File: src/design/dac_cal_defines.svh
// constants for the converter code calibration path
`ifndef DAC_CAL_DEFINES_SVH
`define DAC_CAL_DEFINES_SVH
`define REG_W 16
`define RES_FULL 16
`define RES_NARROW 14
`define JUST_SHIFT_NARROW 2
`define GAIN_UNITY 16'h8000
`define CODE_RST 16'h0000
`define GAIN_RST 16'h8000
`define OFFSET_RST 16'h0000
`define SYNC_STAGES 2
`define CAL_ACC_W 36
`define ZERO_CODE 16'h0000
`define FLAG_RST 1'h0
`endif

File: src/design/dac_cal_pkg.sv
// types for the converter code calibration path
package dac_cal_pkg;
  typedef struct packed {
    logic [15:0] code;
    logic [15:0] gain;
    logic [15:0] offset;
  } cal_regs_t;
  typedef struct packed {
    logic span_sel;
    logic safe_span_sel;
    logic safe_state_request;
    logic alarm_to_safe;
  } span_ctrl_t;
  typedef enum logic [1:0] {
    ST_NORMAL = 2'b00,
    ST_SAFE = 2'b01,
    ST_ALARM = 2'b11
  } out_state_t;
endpackage

File: src/design/dac_code_calibration_path.sv
// gain and offset calibration of the converter code, span and safe-state selection
`timescale 1ns/10ps
`include "dac_cal_defines.svh"

// Notes on behaviour
// - converter code is output code times gain plus signed offset
// - converter code is unsigned, zero to two to resolution minus one
// - gain equals one half plus gain code over two to resolution
// - offset is two's complement across the resolution
// - top offset bit weighs minus two to resolution minus one
// - gain is left justified; narrow variant drops two low bits
// - output code is left justified; narrow variant drops two low bits
// - offset is left justified; narrow variant drops two low bits
// - gain product is truncated, never rounded
// - new gain or offset act only at next output code write
// - outside safe state span bit 0 full, 1 narrow
// - in safe state span comes from the safe-state span bit
// - supply fault raises alarm; output follows the fault response setting
// - entering safe state applies the stored safe-state code at once
// - written output code is synchronised with a short fixed latency
module dac_code_calibration_path #(
  parameter int RES = `RES_FULL
) (
  // clock and reset
  input wire logic clk,
  input wire logic nrst,
  // register writes
  input wire logic code_wr,
  input wire logic [15:0] code_wdata,
  input wire logic gain_wr,
  input wire logic [15:0] gain_wdata,
  input wire logic offset_wr,
  input wire logic [15:0] offset_wdata,
  input wire logic [15:0] safe_state_code_register,
  // span and safe-state controls
  input wire dac_cal_pkg::span_ctrl_t ctrl,
  // supply monitor levels
  input wire logic main_supply_ok,
  input wire logic core_supply_ok,
  // register readback
  output logic [15:0] code_rd,
  output logic [15:0] gain_rd,
  output logic [15:0] offset_rd,
  // converter side
  output logic [15:0] converter_code,
  output logic narrow_span,
  output logic in_safe_state,
  output logic supply_alarm
);
  localparam int DROP = `REG_W - RES;
  localparam int ACC_W = `CAL_ACC_W;

  // register file
  dac_cal_pkg::cal_regs_t regs_ff, nxt_regs;
  // write strobe delay line and calibrated result
  logic [`SYNC_STAGES-1:0] wr_pipe_ff, nxt_wr_pipe;
  logic [ACC_W-1:0] cal_ff, nxt_cal;
  // output state
  dac_cal_pkg::out_state_t st_ff, nxt_st;
  logic [15:0] conv_ff, nxt_conv;
  logic narrow_ff, nxt_narrow;
  logic safe_ff, nxt_safe;
  // supply monitor
  logic alarm_ff, nxt_alarm;

  // calibration math, signed accumulator
  logic [15:0] d_j, g_j, o_j;
  logic signed [ACC_W-1:0] prod, half, offs, sum;
  logic signed [ACC_W-1:0] cal_s;
  logic [15:0] max_code;
  logic [15:0] sat_code;
  logic supplies_ok;
  logic alarm_hold;

  // keep the active bits of a left-justified field, right aligned
  function automatic logic [15:0] just(input logic [15:0] v);
    just = v >> DROP;
  endfunction

  // safe and alarm states both present the stored safe code
  function automatic logic holds_safe(input dac_cal_pkg::out_state_t s);
    holds_safe = (s != dac_cal_pkg::ST_NORMAL);
  endfunction

  // register writes
  always_comb begin
    nxt_regs = regs_ff;
    if (code_wr) begin
      nxt_regs.code = code_wdata;
    end
    if (gain_wr) begin
      nxt_regs.gain = gain_wdata;
    end
    if (offset_wr) begin
      nxt_regs.offset = offset_wdata;
    end
  end

  always_ff @(posedge clk or negedge nrst) begin
    if (!nrst) begin
      regs_ff <= {`CODE_RST, `GAIN_RST, `OFFSET_RST};
    end else begin
      regs_ff <= nxt_regs;
    end
  end

  // code write strobe delayed through the synchroniser
  assign nxt_wr_pipe[0] = code_wr;
  genvar gi;
  generate
    for (gi = 1; gi < `SYNC_STAGES; gi++) begin : g_wr_pipe
      assign nxt_wr_pipe[gi] = wr_pipe_ff[gi-1];
    end
  endgenerate

  always_comb begin
    d_j = just(regs_ff.code);
    g_j = just(regs_ff.gain);
    o_j = just(regs_ff.offset);
    // data*(1/2 + g/2^N) = data*(2^(N-1)+g) >> N, truncated
    half = signed'(ACC_W'(1) <<< (RES - 1));
    prod = signed'(ACC_W'(d_j)) * (half + signed'(ACC_W'(g_j)));
    prod = prod >>> RES;
    // sign bit at position RES-1 weighs negative
    offs = signed'(ACC_W'(o_j));
    if (o_j[RES-1]) begin
      offs = offs - (half <<< 1);
    end
    sum = prod + offs;
    // gain and offset sampled only with a new code write
    nxt_cal = cal_ff;
    if (wr_pipe_ff[0]) begin
      nxt_cal = sum;
    end
  end

  always_ff @(posedge clk or negedge nrst) begin
    if (!nrst) begin
      wr_pipe_ff <= '0;
      cal_ff <= '0;
    end else begin
      wr_pipe_ff <= nxt_wr_pipe;
      cal_ff <= nxt_cal;
    end
  end

  // clamp to the converter code range
  always_comb begin
    max_code = 16'((32'h1 << RES) - 32'h1);
    cal_s = signed'(cal_ff);
    if (cal_s < 0) begin
      sat_code = `ZERO_CODE;
    end else if (cal_s > signed'(ACC_W'(max_code))) begin
      sat_code = max_code;
    end else begin
      sat_code = cal_ff[15:0];
    end
  end

  // supply monitor
  always_comb begin
    supplies_ok = main_supply_ok && core_supply_ok;
    nxt_alarm = !supplies_ok;
  end

  always_ff @(posedge clk or negedge nrst) begin
    if (!nrst) begin
      alarm_ff <= `FLAG_RST;
    end else begin
      alarm_ff <= nxt_alarm;
    end
  end

  // output state: normal, requested safe, alarm-held safe
  always_comb begin
    alarm_hold = nxt_alarm && ctrl.alarm_to_safe;
    nxt_st = st_ff;
    case (st_ff)
      dac_cal_pkg::ST_NORMAL: begin
        if (alarm_hold) begin
          nxt_st = dac_cal_pkg::ST_ALARM;
        end else if (ctrl.safe_state_request) begin
          nxt_st = dac_cal_pkg::ST_SAFE;
        end
      end
      dac_cal_pkg::ST_SAFE: begin
        if (alarm_hold) begin
          nxt_st = dac_cal_pkg::ST_ALARM;
        end else if (!ctrl.safe_state_request) begin
          nxt_st = dac_cal_pkg::ST_NORMAL;
        end
      end
      dac_cal_pkg::ST_ALARM: begin
        if (!alarm_hold && ctrl.safe_state_request) begin
          nxt_st = dac_cal_pkg::ST_SAFE;
        end else if (!alarm_hold) begin
          nxt_st = dac_cal_pkg::ST_NORMAL;
        end
      end
      default: begin
        nxt_st = dac_cal_pkg::ST_NORMAL;
      end
    endcase
    nxt_safe = holds_safe(nxt_st);
    if (nxt_safe) begin
      nxt_conv = just(safe_state_code_register);
      nxt_narrow = ctrl.safe_span_sel;
    end else begin
      nxt_conv = wr_pipe_ff[`SYNC_STAGES-1] ? sat_code : conv_ff;
      nxt_narrow = ctrl.span_sel;
    end
    // leaving the safe state restores the last calibrated result
    if (holds_safe(st_ff) && !nxt_safe) begin
      nxt_conv = sat_code;
    end
  end

  always_ff @(posedge clk or negedge nrst) begin
    if (!nrst) begin
      st_ff <= dac_cal_pkg::ST_NORMAL;
      conv_ff <= `ZERO_CODE;
      narrow_ff <= `FLAG_RST;
      safe_ff <= `FLAG_RST;
    end else begin
      st_ff <= nxt_st;
      conv_ff <= nxt_conv;
      narrow_ff <= nxt_narrow;
      safe_ff <= nxt_safe;
    end
  end

  assign code_rd = regs_ff.code;
  assign gain_rd = regs_ff.gain;
  assign offset_rd = regs_ff.offset;
  assign converter_code = conv_ff;
  assign narrow_span = narrow_ff;
  assign in_safe_state = safe_ff;
  assign supply_alarm = alarm_ff;
endmodule

File: config.mk
export PLATFORM = sky130hd
export DESIGN_NAME = dac_code_calibration_path
export DESIGN_NICKNAME = d
export VERILOG_FILES = /design/src/design/dac_cal_pkg.sv /design/src/design/dac_code_calibration_path.sv
export VERILOG_INCLUDE_DIRS = /design/src /design/src/design
export SDC_FILE = /design/constraint.sdc
export NUM_CORES = 1
export LEC_CHECK = 0
export BUFFER_PORTS_ARGS = -buffer_cell sky130_fd_sc_hd__buf_2
export CORE_ASPECT_RATIO = 1.4
export CORE_MARGIN = 1
export CORE_UTILIZATION = 45
export DETAILED_ROUTE_END_ITERATION = 6
export PLACE_DENSITY_LB_ADDON = 0.05
export SLEW_MARGIN = 0
export SYNTH_ARGS = -nofsm -noshare
export SYNTH_HDL_FRONTEND = slang
export SYNTH_SLANG_ARGS = --single-unit
File: constraint.sdc
create_clock -name clk -period 7.6 [get_ports clk]
set_clock_uncertainty 0.05 [all_clocks]
set_input_delay 1.52 -clock clk [delete_from_list [all_inputs] [get_ports clk]]
set_output_delay 1.52 -clock clk [all_outputs]
set_load 0.02 [all_outputs]
## Word level (Yosys, flattened, before mapping)

Index checks and enable logic that the tools add are counted.

| word-level totals | value |
|---|---|
| register bits | 107 |
| bits in latches | 0 |
| memory bits (writable) | 0 |
| ROM bits | 0 |
| bits of input ports | 75 |
| output and inout port bits | 67 |
| logic and storage cells | 43 |
| memories | 0 |

| cells by class | value |
|---|---|
| $add $sub $neg | 3 |
| multiply operators | 1 |
| divide/modulo/power cells | 0 |
| $lt $le $gt $ge | 2 |
| equality and inequality tests | 2 |
| shifts and indexed selects | 0 |
| muxes and demuxes | 14 |
| bitwise operators | 0 |
| reduce and logical (&&, ||, !) cells | 11 |

Operators with widths:

| kind | count |
|---|---|
| 2-to-1 mux 16 bit | 5 |
| adder 18 x 36 -> 36 bit | 1 |
| > comparator 36 x 17 -> 1 bit, second input constant | 1 |
| less-than comparator 36 x 1 -> 1 bit, second input constant | 1 |
| 2-to-1 mux 36 bit | 1 |
| multiplier 16 x 17 -> 33 bit | 1 |
| subtractor 16 x 17 -> 18 bit, second input constant | 1 |
| adder 16 x 16 -> 17 bit, first input constant | 1 |
| 2-to-1 mux 2 bit | 6 |
| one-hot mux 2 bit (3 select lines) | 1 |
| logical AND 1 bit | 4 |
| nonzero test 2 bit | 2 |
| zero test 1 bit | 3 |
| nonzero test 3 bit | 1 |
| equality test 2 x 1 -> 1 bit, second input constant | 1 |
| equality test 2 bit, second input constant | 1 |
| zero test 2 bit | 1 |
| 2-to-1 mux 1 bit | 1 |

## Depth between registers and ports, before layout

Gate-level depths: netlist of run 1.

| depth | value |
|---|---|
| depth after elaboration | 11 |
| depth in mapped cells | 31 |

## Worst setup path before layout of run 1

No wires, ideal clock.

| path | value |
|---|---|
| path type | flip-flop to flip-flop |
| start | register regs_ff (netlist bit gain_rd[15]) |
| end | register cal_ff[16] |
| arrival time | 7.330 ns |
| required time | 7.425 ns |
| setup slack | 0.095 ns |
| cell stages (with the launch flop) | 29 |
| buffers on the path | 3 |
| cell sequence | dfstp_2 > clkbuf_1 > clkbuf_1 > nand2_1 > fa_1 > fa_1 > inv_1 > fa_1 > fa_1 > fa_1 > inv_1 > fa_1 > inv_1 > ha_1 > clkbuf_1 > nand2_1 > o211ai_1 > a311oi_2 > a21oi_2 > nand2b_2 > a311oi_1 > a211oi_1 > ha_1 > a211o_1 > o211ai_2 > o211ai_2 > a41oi_2 > xnor2_1 > mux2_2 |

| between the ends | value |
|---|---|
| cells in the longest elaborated chain, start to end | 3 |

RTL lines:

| what | line | text |
|---|---|---|
| start, declared | dac_code_calibration_path.sv:54 | `dac_cal_pkg::cal_regs_t regs_ff, nxt_regs;` |
| start signal, assigned | dac_code_calibration_path.sv:101 | `` regs_ff <= {`CODE_RST, `GAIN_RST, `OFFSET_RST}; `` |
| start signal, assigned | dac_code_calibration_path.sv:103 | `regs_ff <= nxt_regs;` |
| adder 16 x 16 -> 17 bit | dac_code_calibration_path.sv:122 | `prod = signed'(ACC_W'(d_j)) * (half + signed'(ACC_W'(g_j)));` |
| multiplier 16 x 17 -> 33 bit | dac_code_calibration_path.sv:122 |  |
| adder 18 x 36 -> 36 bit | dac_code_calibration_path.sv:129 | `sum = prod + offs;` |
| end signal, assigned | dac_code_calibration_path.sv:143 | `cal_ff <= nxt_cal;` |
| end, declared | dac_code_calibration_path.sv:57 | `logic [ACC_W-1:0] cal_ff, nxt_cal;` |

No other way between the ends.
A chain may end at the register's enable or synchronous reset.

## Worst setup path in the final report of run 1

| path | value |
|---|---|
| start | register regs_ff (netlist bit gain_rd[6]) |
| end | register cal_ff[20] |

Same word-level chain as after synthesis.

==> results.txt, run 1 <==
The flow ran to the end, and the final reports show no timing, DRC or antenna violations. After synthesis, the most frequently instantiated cells are sky130_fd_sc_hd__inv_1 (293), sky130_fd_sc_hd__nand2_1 (211), sky130_fd_sc_hd__fa_1 (208), sky130_fd_sc_hd__ha_1 (116), sky130_fd_sc_hd__and2_1 (110). The number of clock sinks is 107. TritonCTS built the clock tree. STA classifies the critical path startpoint as a flip-flop. No sink is reached through more buffers than the 2 on the longest clock path. Synthesis handed over a netlist of 1495 instances. In the routed layout, each cell is associated on average with a via count of 5.118.

In this run the mean area of a mapped cell was 9.266 um2. The number of buffers and inverters on the critical path is 2. Before antenna repair, the detailed router went through 4 iterations.

The effective utilization at floorplan is 45.99%, and the routed via count is 10953. After Yosys synthesis, XOR and XNOR cells account for 1.770% of the synthesized area. After synthesis, the netlist uses 57 different library cells. In the final timing run, aggregate negative setup slack is 0 ns. Yosys printed 0 warnings. After clock tree synthesis, the clock-pin slew on the worst setup and hold paths is 0.10 ns. For the initial antenna violation count, the log shows 1. Peak per-stage delay on the critical path: 0.61 ns. The top-area cell type share of the netlist area is 30.06%, and the total global routing track utilization is 25.19%. The total number of placement rows is 75, and the worst endpoint data arrival time is 7.63 ns. The run gives 142 as the number of placed I/O pins. The number of nets in the layout was 2148; the die boundary height was 209.6 um. Along the worst path, the maximum fanout reaches 6.

The post-route netlist has 27.82% of its cells at a drive strength greater than 1. The tools report the worst setup slack for register-to-register paths as 0.18 ns. Cell type with the highest occurrence count on the critical path: sky130_fd_sc_hd__fa_1. The run gives 3 as the number of H-tree levels. The adder and majority cell fraction of the synthesized area was 40.53%; the mux contribution to synthesized area was 5.311%. The cell depth of the worst min-delay path works out to 2. For this block, the initial DRC count from the detailed router was 377. Yosys attributes the largest share of cell area to sky130_fd_sc_hd__fa_1 (30%), sky130_fd_sc_hd__dfrtp_1 (19%), sky130_fd_sc_hd__ha_1 (10%), sky130_fd_sc_hd__inv_1 (7.9%), sky130_fd_sc_hd__nand2_1 (5.7%). Walking the worst path, the cells encountered are buf_4 -> nand2_1 -> fa_1 -> fa_1 -> fa_1 -> fa_1 -> fa_1 -> fa_1 -> inv_2 -> ha_4 -> a21oi_4 -> o211ai_1 -> a311oi_4 -> a21oi_2 -> nand2b_4 -> a311oi_2 -> a211oi_2 -> ha_1 -> a211o_1 -> o211ai_2 -> o211ai_4 -> a221oi_4 -> xnor2_2 -> o21ai_1.

The tools report the hold-critical path endpoint as converter_code[6]$_DFFE_PN0P_. The largest family of logic cells by synthesized area was adder cells. For the final global-route overflow total, the log shows 0. The largest area contributor in the synthesized netlist was sky130_fd_sc_hd__fa_1.

For the area of the placeable core, the log shows 0.03012 mm2. The total count of max-transition violations in the final report is 0. The HPWL after detailed placement is 30540 um. The clock insertion delay at the later pin of the skew report was 0.39 ns. Static timing analysis puts the maximum clock frequency at 134.7 MHz. Post-synthesis instance area: 0.01385 mm2. The number of global-route vias before repair came out at 11573. For the largest net degree at the start of global routing, the log shows 74. The count of final setup violators is 0.

In this run the cell area measured after placement is 0.01573 mm2. Largest delay contributor family on the critical path: adder cells. For the critical path required time, the log shows 7.80 ns. Yosys mapped a number of flops with a built-in enable equal to 0. Buffers inserted to repair hold after CTS numbered 0. After synthesis, the share of flip-flops with an asynchronous set or reset is 100.0%. The start of the worst register-to-register path was gain_rd[6]$_DFFE_PN0P_. Kind of end point of the critical path: a flip-flop. Leading cell type by number of instances after synthesis: sky130_fd_sc_hd__inv_1. The critical path start-end classification is flip-flop to flip-flop.

After detailed routing, the total wire length is 37730 um. The most used flip-flop cell after synthesis is sky130_fd_sc_hd__dfrtp_1. The startpoint of the tightest hold check path is converter_code[6]$_DFFE_PN0P_.

Summing all non-filler instances in the final layout gives an area of 0.01695 mm2. The worst path in the final design needs a cycle of 7.424 ns, including I/O delays and setup. On the critical path, the stage with the largest delay is an instance of sky130_fd_sc_hd__fa_1. Summing the areas of all and, or, nand and nor instances in the mapped netlist gives 14.92% of the synthesized area.

The tools report the number of antenna-violating nets in the routed design as 0. The congestion estimate from routability-driven global placement came to 0.9070. The die is 150.3 um wide. For the number of hold violations in the final report, the log shows 0. Of the synthesized area, sequential elements account for 19.34%. Measured against its own limit, the worst slew margin works out to 34.37%.

The worst hold path belongs to the class flip-flop to flip-flop. In the final routed layout, each cell accounts on average for 17.63 um. Summing the areas of all compound-gate instances in the mapped netlist gives 8.363% of the synthesized area.

The worst register-to-register path has a depth of 24. The count of buffers added on input and output ports is 141. The synthesized design contains 107 register bits. The final clock period utilization by the worst path is 97.68%, and the number of CTS-inserted buffers is 9. The worst flop-to-flop path endpoint was cal_ff[20]$_DFFE_PN0P_. The area overhead of the layout relative to synthesis came out at 22.33%.

The total of max-cap violations is 0, and the die area is 0.03150 mm2. The first global-routing pass estimated 60580 um of wire. In this run the clock root is driven by a sky130_fd_sc_hd__clkbuf_16.

For the pin with the worst max-slew slack, the measured transition is 0.9845 ns. After detailed routing, the number of remaining DRC violations is 0.
[logic make-up (layout without fill, tap and decap cells)]
group	after synthesis	in the layout
simple gates	428	428
buf+inv	357	614
fa+ha+maj	324	324
compound gates	183	183
flops	107	107
mux	66	66
xor+xnor	28	28
other cells	2	5
[through the flow]
stage | instances | setup WS [ns] | utilization (%) | hold WS (ns)
global route | 2139 | -0.05165 | 56.25 | 0.4624
floorplan | 1497 | 0.09487 | - | 0.3019
CTS | 2093 | 0.00007638 | 53.39 | 0.4396
detailed placement | 2077 | -0.2425 | 52.22 | 0.4182
finish | 2140 | 0.1761 | 56.26 | 0.4391
global placement | 2077 | -0.1652 | 52.22 | 0.4098
[sequential cells by signal, indices dropped and copies added (netlist names)]
register / count
cal_ff: 36
st_ff: 2
code_rd: 16
gain_rd: 16
narrow_span: 1
supply_alarm: 1
wr_pipe_ff: 2
converter_code: 16
offset_rd: 16
in_safe_state: 1
[cell usage in the layout (no fill, tap or decap), types with 11 or more instances in the layout]
cell	n
sky130_fd_sc_hd__a21oi_1	27
sky130_fd_sc_hd__and2_1	103
sky130_fd_sc_hd__buf_2	140
sky130_fd_sc_hd__buf_4	142
sky130_fd_sc_hd__buf_6	11
sky130_fd_sc_hd__dfrtp_1	84
sky130_fd_sc_hd__dfrtp_2	21
sky130_fd_sc_hd__fa_1	198
sky130_fd_sc_hd__ha_1	104
sky130_fd_sc_hd__inv_1	284
sky130_fd_sc_hd__mux2_2	60
sky130_fd_sc_hd__nand2_1	208
sky130_fd_sc_hd__nand2b_1	17
sky130_fd_sc_hd__nand3_1	25
sky130_fd_sc_hd__nor2_1	20
sky130_fd_sc_hd__o21ai_0	59
sky130_fd_sc_hd__o21ai_1	16
sky130_fd_sc_hd__xnor2_1	17
[per-layer routing]
| metal | up-vias | track usage [%] | part of all wire [%] |
|---|---|---|---|
| met5 | - | 0 | 0 |
| li1 | 5179 | - | - |
| met2 | 174 | 44.26 | 53 |
| met3 | 55 | 2.978 | 2.5 |
| met4 | 0 | 9.056 | 3.4 |
| met1 | 5545 | 31.49 | 41 |
[worst max-delay path by stage]
stage / startpoint / to / slack, ns / cells after the start
2_1_floorplan: gain_rd[15]$_DFFE_PN1P_ / cal_ff[16]$_DFFE_PN0P_ / 0.09 / 28
4_1_cts: gain_rd[10]$_DFFE_PN0P_ / cal_ff[20]$_DFFE_PN0P_ / 0.00008 / 25
6_report: gain_rd[6]$_DFFE_PN0P_ / cal_ff[20]$_DFFE_PN0P_ / 0.18 / 24
3_3_place_gp: gain_rd[8]$_DFFE_PN0P_ / cal_ff[22]$_DFFE_PN0P_ / -0.17 / 28
3_5_place_dp: gain_rd[8]$_DFFE_PN0P_ / cal_ff[30]$_DFFE_PN0P_ / -0.24 / 28
5_1_grt: gain_rd[6]$_DFFE_PN0P_ / cal_ff[20]$_DFFE_PN0P_ / -0.05 / 28
[timing repair]
item / in CTS / in global routing
setup buffers: 0 / 47
gates resized for setup: 12 / 126
endpoints found under the setup margin: 22 / 27
pin swaps: 0 / 77
[cell type report]
class                   instances  area [um2]
fillers                      2783       13180
multi-input cells            1033       10230
flip-flops and latches        107        2709
repair buffers                304        2093
inverters                     294        1104
well taps                     385       481.7
clock buffers                   9       225.2
clock inverters                 7       105.1
diodes                          1       2.502
[worst register-to-register path, stage by stage (launching register included)]
cell	delay, ns
sky130_fd_sc_hd__dfrtp_2	0.49
sky130_fd_sc_hd__buf_4	0.17
sky130_fd_sc_hd__nand2_1	0.07
sky130_fd_sc_hd__fa_1	0.52
sky130_fd_sc_hd__fa_1	0.52
sky130_fd_sc_hd__fa_1	0.61
sky130_fd_sc_hd__fa_1	0.47
sky130_fd_sc_hd__fa_1	0.52
sky130_fd_sc_hd__fa_1	0.52
sky130_fd_sc_hd__inv_2	0.06
sky130_fd_sc_hd__ha_4	0.25
sky130_fd_sc_hd__a21oi_4	0.16
sky130_fd_sc_hd__o211ai_1	0.14
sky130_fd_sc_hd__a311oi_4	0.35
sky130_fd_sc_hd__a21oi_2	0.13
sky130_fd_sc_hd__nand2b_4	0.18
sky130_fd_sc_hd__a311oi_2	0.27
sky130_fd_sc_hd__a211oi_2	0.06
sky130_fd_sc_hd__ha_1	0.36
sky130_fd_sc_hd__a211o_1	0.35
sky130_fd_sc_hd__o211ai_2	0.26
sky130_fd_sc_hd__o211ai_4	0.14
sky130_fd_sc_hd__a221oi_4	0.31
sky130_fd_sc_hd__xnor2_2	0.19
sky130_fd_sc_hd__o21ai_1	0.12
Power of run 1 is left out: the tool's default activity adds up to more than one toggle a clock period on the data nets, which glitch-free logic cannot reach.
==> run 2, diff against run 1 <==
--- a/config.mk
+++ b/config.mk
@@ -12,6 +12,7 @@
 export CORE_UTILIZATION = 45
 export DETAILED_ROUTE_END_ITERATION = 6
 export PLACE_DENSITY_LB_ADDON = 0.05
+export RECOVER_POWER = 25
 export SLEW_MARGIN = 0
 export SYNTH_ARGS = -nofsm -noshare
 export SYNTH_HDL_FRONTEND = slang
==> run 2 against run 1 <==
  * The flow now finishes with violations (max-capacitance violations, max-slew violations)
  * Final area barely moved
  * Core utilization about the same
  * Sequential share of layout area barely moved
  * Non-clock buffer count unchanged
  * Hold slack is essentially flat
  * Highest routed layer unchanged
==> results.txt, run 2 (synthesized netlist as in run 1, its figures left out) <==
The worst setup slack for register-to-register paths was 0.18 ns; the number of global-route vias before repair was 11573. The number of CTS-inserted buffers was 9; the fraction of final layout cells with drive strength greater than 1 was 27.59%. The final clock period utilization by the worst path is 97.65%, and the total count of max-transition violations in the final report is 36. The final layout contains 2148 nets. The total area inside the core boundary comes to 0.03012 mm2. For the total of max-cap violations, the log shows 1.

The average vias per placed instance is 5.116, and the effective utilization at floorplan is 45.99%. Relative to the synthesized area, the layout overhead comes to 22.27%. The count of nets left with antenna violations once routing finished came out at 0. The run gives 3 as the number of H-tree levels. The final routed wirelength across all metal layers was 37790 um. The clock input transition at the sequential cells of the worst setup and hold paths was 0.10 ns.

The library cell used most frequently in the layout, excluding fill and tap cells, is sky130_fd_sc_hd__inv_1. The worst setup path is captured at a flip-flop. Clock root buffer: sky130_fd_sc_hd__clkbuf_16. Buffers inserted to repair hold after CTS numbered 0. In this run the worst path has a maximum fanout of 6. After global routing the overflow that remains totals 0. Headroom to the max-slew limit came out at -37.52%. The wire-length estimate of the detail-placed layout is 30540 um. The top cell types in the final layout, fill and taps aside, are sky130_fd_sc_hd__inv_1 (284), sky130_fd_sc_hd__nand2_1 (208), sky130_fd_sc_hd__fa_1 (198). The register with the most flip-flops in the layout has 36 of them. The fmax is 134.7 MHz, and the wire length per cell is 17.66 um. For this run, the total global-route usage over all layers was measured as 25.19%. Port buffering added 141 buffers. The total number of placement rows came out at 75. The first global-routing pass estimated 60580 um of wire. For the clock insertion delay at the later pin of the skew report, the log shows 0.39 ns. The detailed router placed 10949 vias in this run. For this run, design rule violations remaining after detail routing come to 0. For the worst setup path, the data required time is 7.81 ns. The run gives 7.63 ns as the worst endpoint data arrival time.

The initial antenna violation count is 1, and the post-detailed-placement cell area is 0.01573 mm2. The number of placed I/O pins came out at 142. More flip-flops sit in one register than any other, and that register is cal_ff. The die is 209.6 um tall. Routability-driven placement finished with a final weighted congestion of 0.9070. Across all hold checks on the routed design, the worst slack comes to 0.4392 ns. The tools report the number of clock sinks as 107. The routed design could run at a clock period as short as 7.421 ns.

The number of optimization iterations in the first detailed-route pass came out at 6. The run gives 74 as the largest net degree at the start of global routing. The width of the die is 150.3 um, and the die area is 0.03150 mm2. The tightest min-delay check is of the flip-flop to flip-flop type. For the number of hold violations in the final report, the log shows 0. At the pin with the least slew margin, the transition time is 2.063 ns.

After routing the design area is 0.01694 mm2. The critical path start-end classification is flip-flop to flip-flop. The worst setup path is launched from a flip-flop. TritonCTS built the clock tree.

The iteration-0 DRC count of the detailed router was 406; the count of final setup violators was 0. The checks that failed: max-capacitance violations, max-slew violations. Counting along the longest clock path gives a buffer depth of 2.

The run finished, with violations left.
run 2: cell count changes in the layout (fill, tap and decap cells not counted):
cell                       before  now
sky130_fd_sc_hd__clkbuf_1       0    4
sky130_fd_sc_hd__buf_2        140  137
sky130_fd_sc_hd__buf_4        142  141
run 2: per-layer routing:
metal	up-vias	routed length [um]	global-route usage, %
li1	5180	-	-
met1	5532	15640	31.49
met2	182	19950	44.26
met3	55	938	2.978
met4	0	1266	9.056
met5	-	0	0
run 2: repair_timing:
item                       CTS  global route
pin swaps                    0            77
buffers inserted             0            47
gates resized for setup     12           126
setup endpoints to repair   22            27
cloned                       0             0
run 2: cell type report:
type                            instances  area, um2
Clock inverter                          7      105.1
Tap cell                              385      481.7
Fill cell                            2787      13180
Clock buffer                            9      225.2
Sequential cell                       107       2709
Antenna cell                            1      2.502
Multi-Input combinational cell       1033      10230
Timing Repair Buffer                  304       2086
Inverter                              294       1104
run 2: worst paths after layout:
path,end,start,depth (start not counted)
min,converter_code[6]$_DFFE_PN0P_,converter_code[6]$_DFFE_PN0P_,2
max reg2reg,cal_ff[20]$_DFFE_PN0P_,gain_rd[6]$_DFFE_PN0P_,24
min reg2reg,converter_code[6]$_DFFE_PN0P_,converter_code[6]$_DFFE_PN0P_,2
max,cal_ff[20]$_DFFE_PN0P_,gain_rd[6]$_DFFE_PN0P_,24
max in group asynchronous,code_rd[4]$_DFFE_PN0P_,nrst,2
min in group asynchronous,code_rd[7]$_DFFE_PN0P_,nrst,1
run 2: worst max-delay path, cell delays in order (launching register included):
cell                       delay, ns
sky130_fd_sc_hd__dfrtp_2        0.49
sky130_fd_sc_hd__buf_4          0.17
sky130_fd_sc_hd__nand2_1        0.07
sky130_fd_sc_hd__fa_1           0.52
sky130_fd_sc_hd__fa_1           0.52
sky130_fd_sc_hd__fa_1           0.61
sky130_fd_sc_hd__fa_1           0.47
sky130_fd_sc_hd__fa_1           0.52
sky130_fd_sc_hd__fa_1           0.52
sky130_fd_sc_hd__inv_2          0.06
sky130_fd_sc_hd__ha_4           0.25
sky130_fd_sc_hd__a21oi_4        0.16
sky130_fd_sc_hd__o211ai_1       0.14
sky130_fd_sc_hd__a311oi_4       0.35
sky130_fd_sc_hd__a21oi_2        0.13
sky130_fd_sc_hd__nand2b_4       0.18
sky130_fd_sc_hd__a311oi_2       0.27
sky130_fd_sc_hd__a211oi_2       0.06
sky130_fd_sc_hd__ha_1           0.36
sky130_fd_sc_hd__a211o_1        0.35
sky130_fd_sc_hd__o211ai_2       0.26
sky130_fd_sc_hd__o211ai_4       0.14
sky130_fd_sc_hd__a221oi_4       0.31
sky130_fd_sc_hd__xnor2_2        0.19
sky130_fd_sc_hd__o21ai_1        0.12
run 2: stage by stage:
| step | std cells | TNS, ns | util [%] | setup slack (ns) |
|---|---|---|---|---|
| after detailed placement | 2077 | -1.413 | 52.22 | -0.2425 |
| after floorplan | 1497 | 0 | - | 0.09487 |
| after global routing | 2139 | -0.2366 | 56.22 | -0.05165 |
| final | 2140 | 0 | 56.23 | 0.1786 |
| after global placement | 2077 | -1.069 | 52.22 | -0.1652 |
| after CTS | 2093 | 0 | 53.39 | 0.00007638 |
Power of run 2 is left out for the same reason.
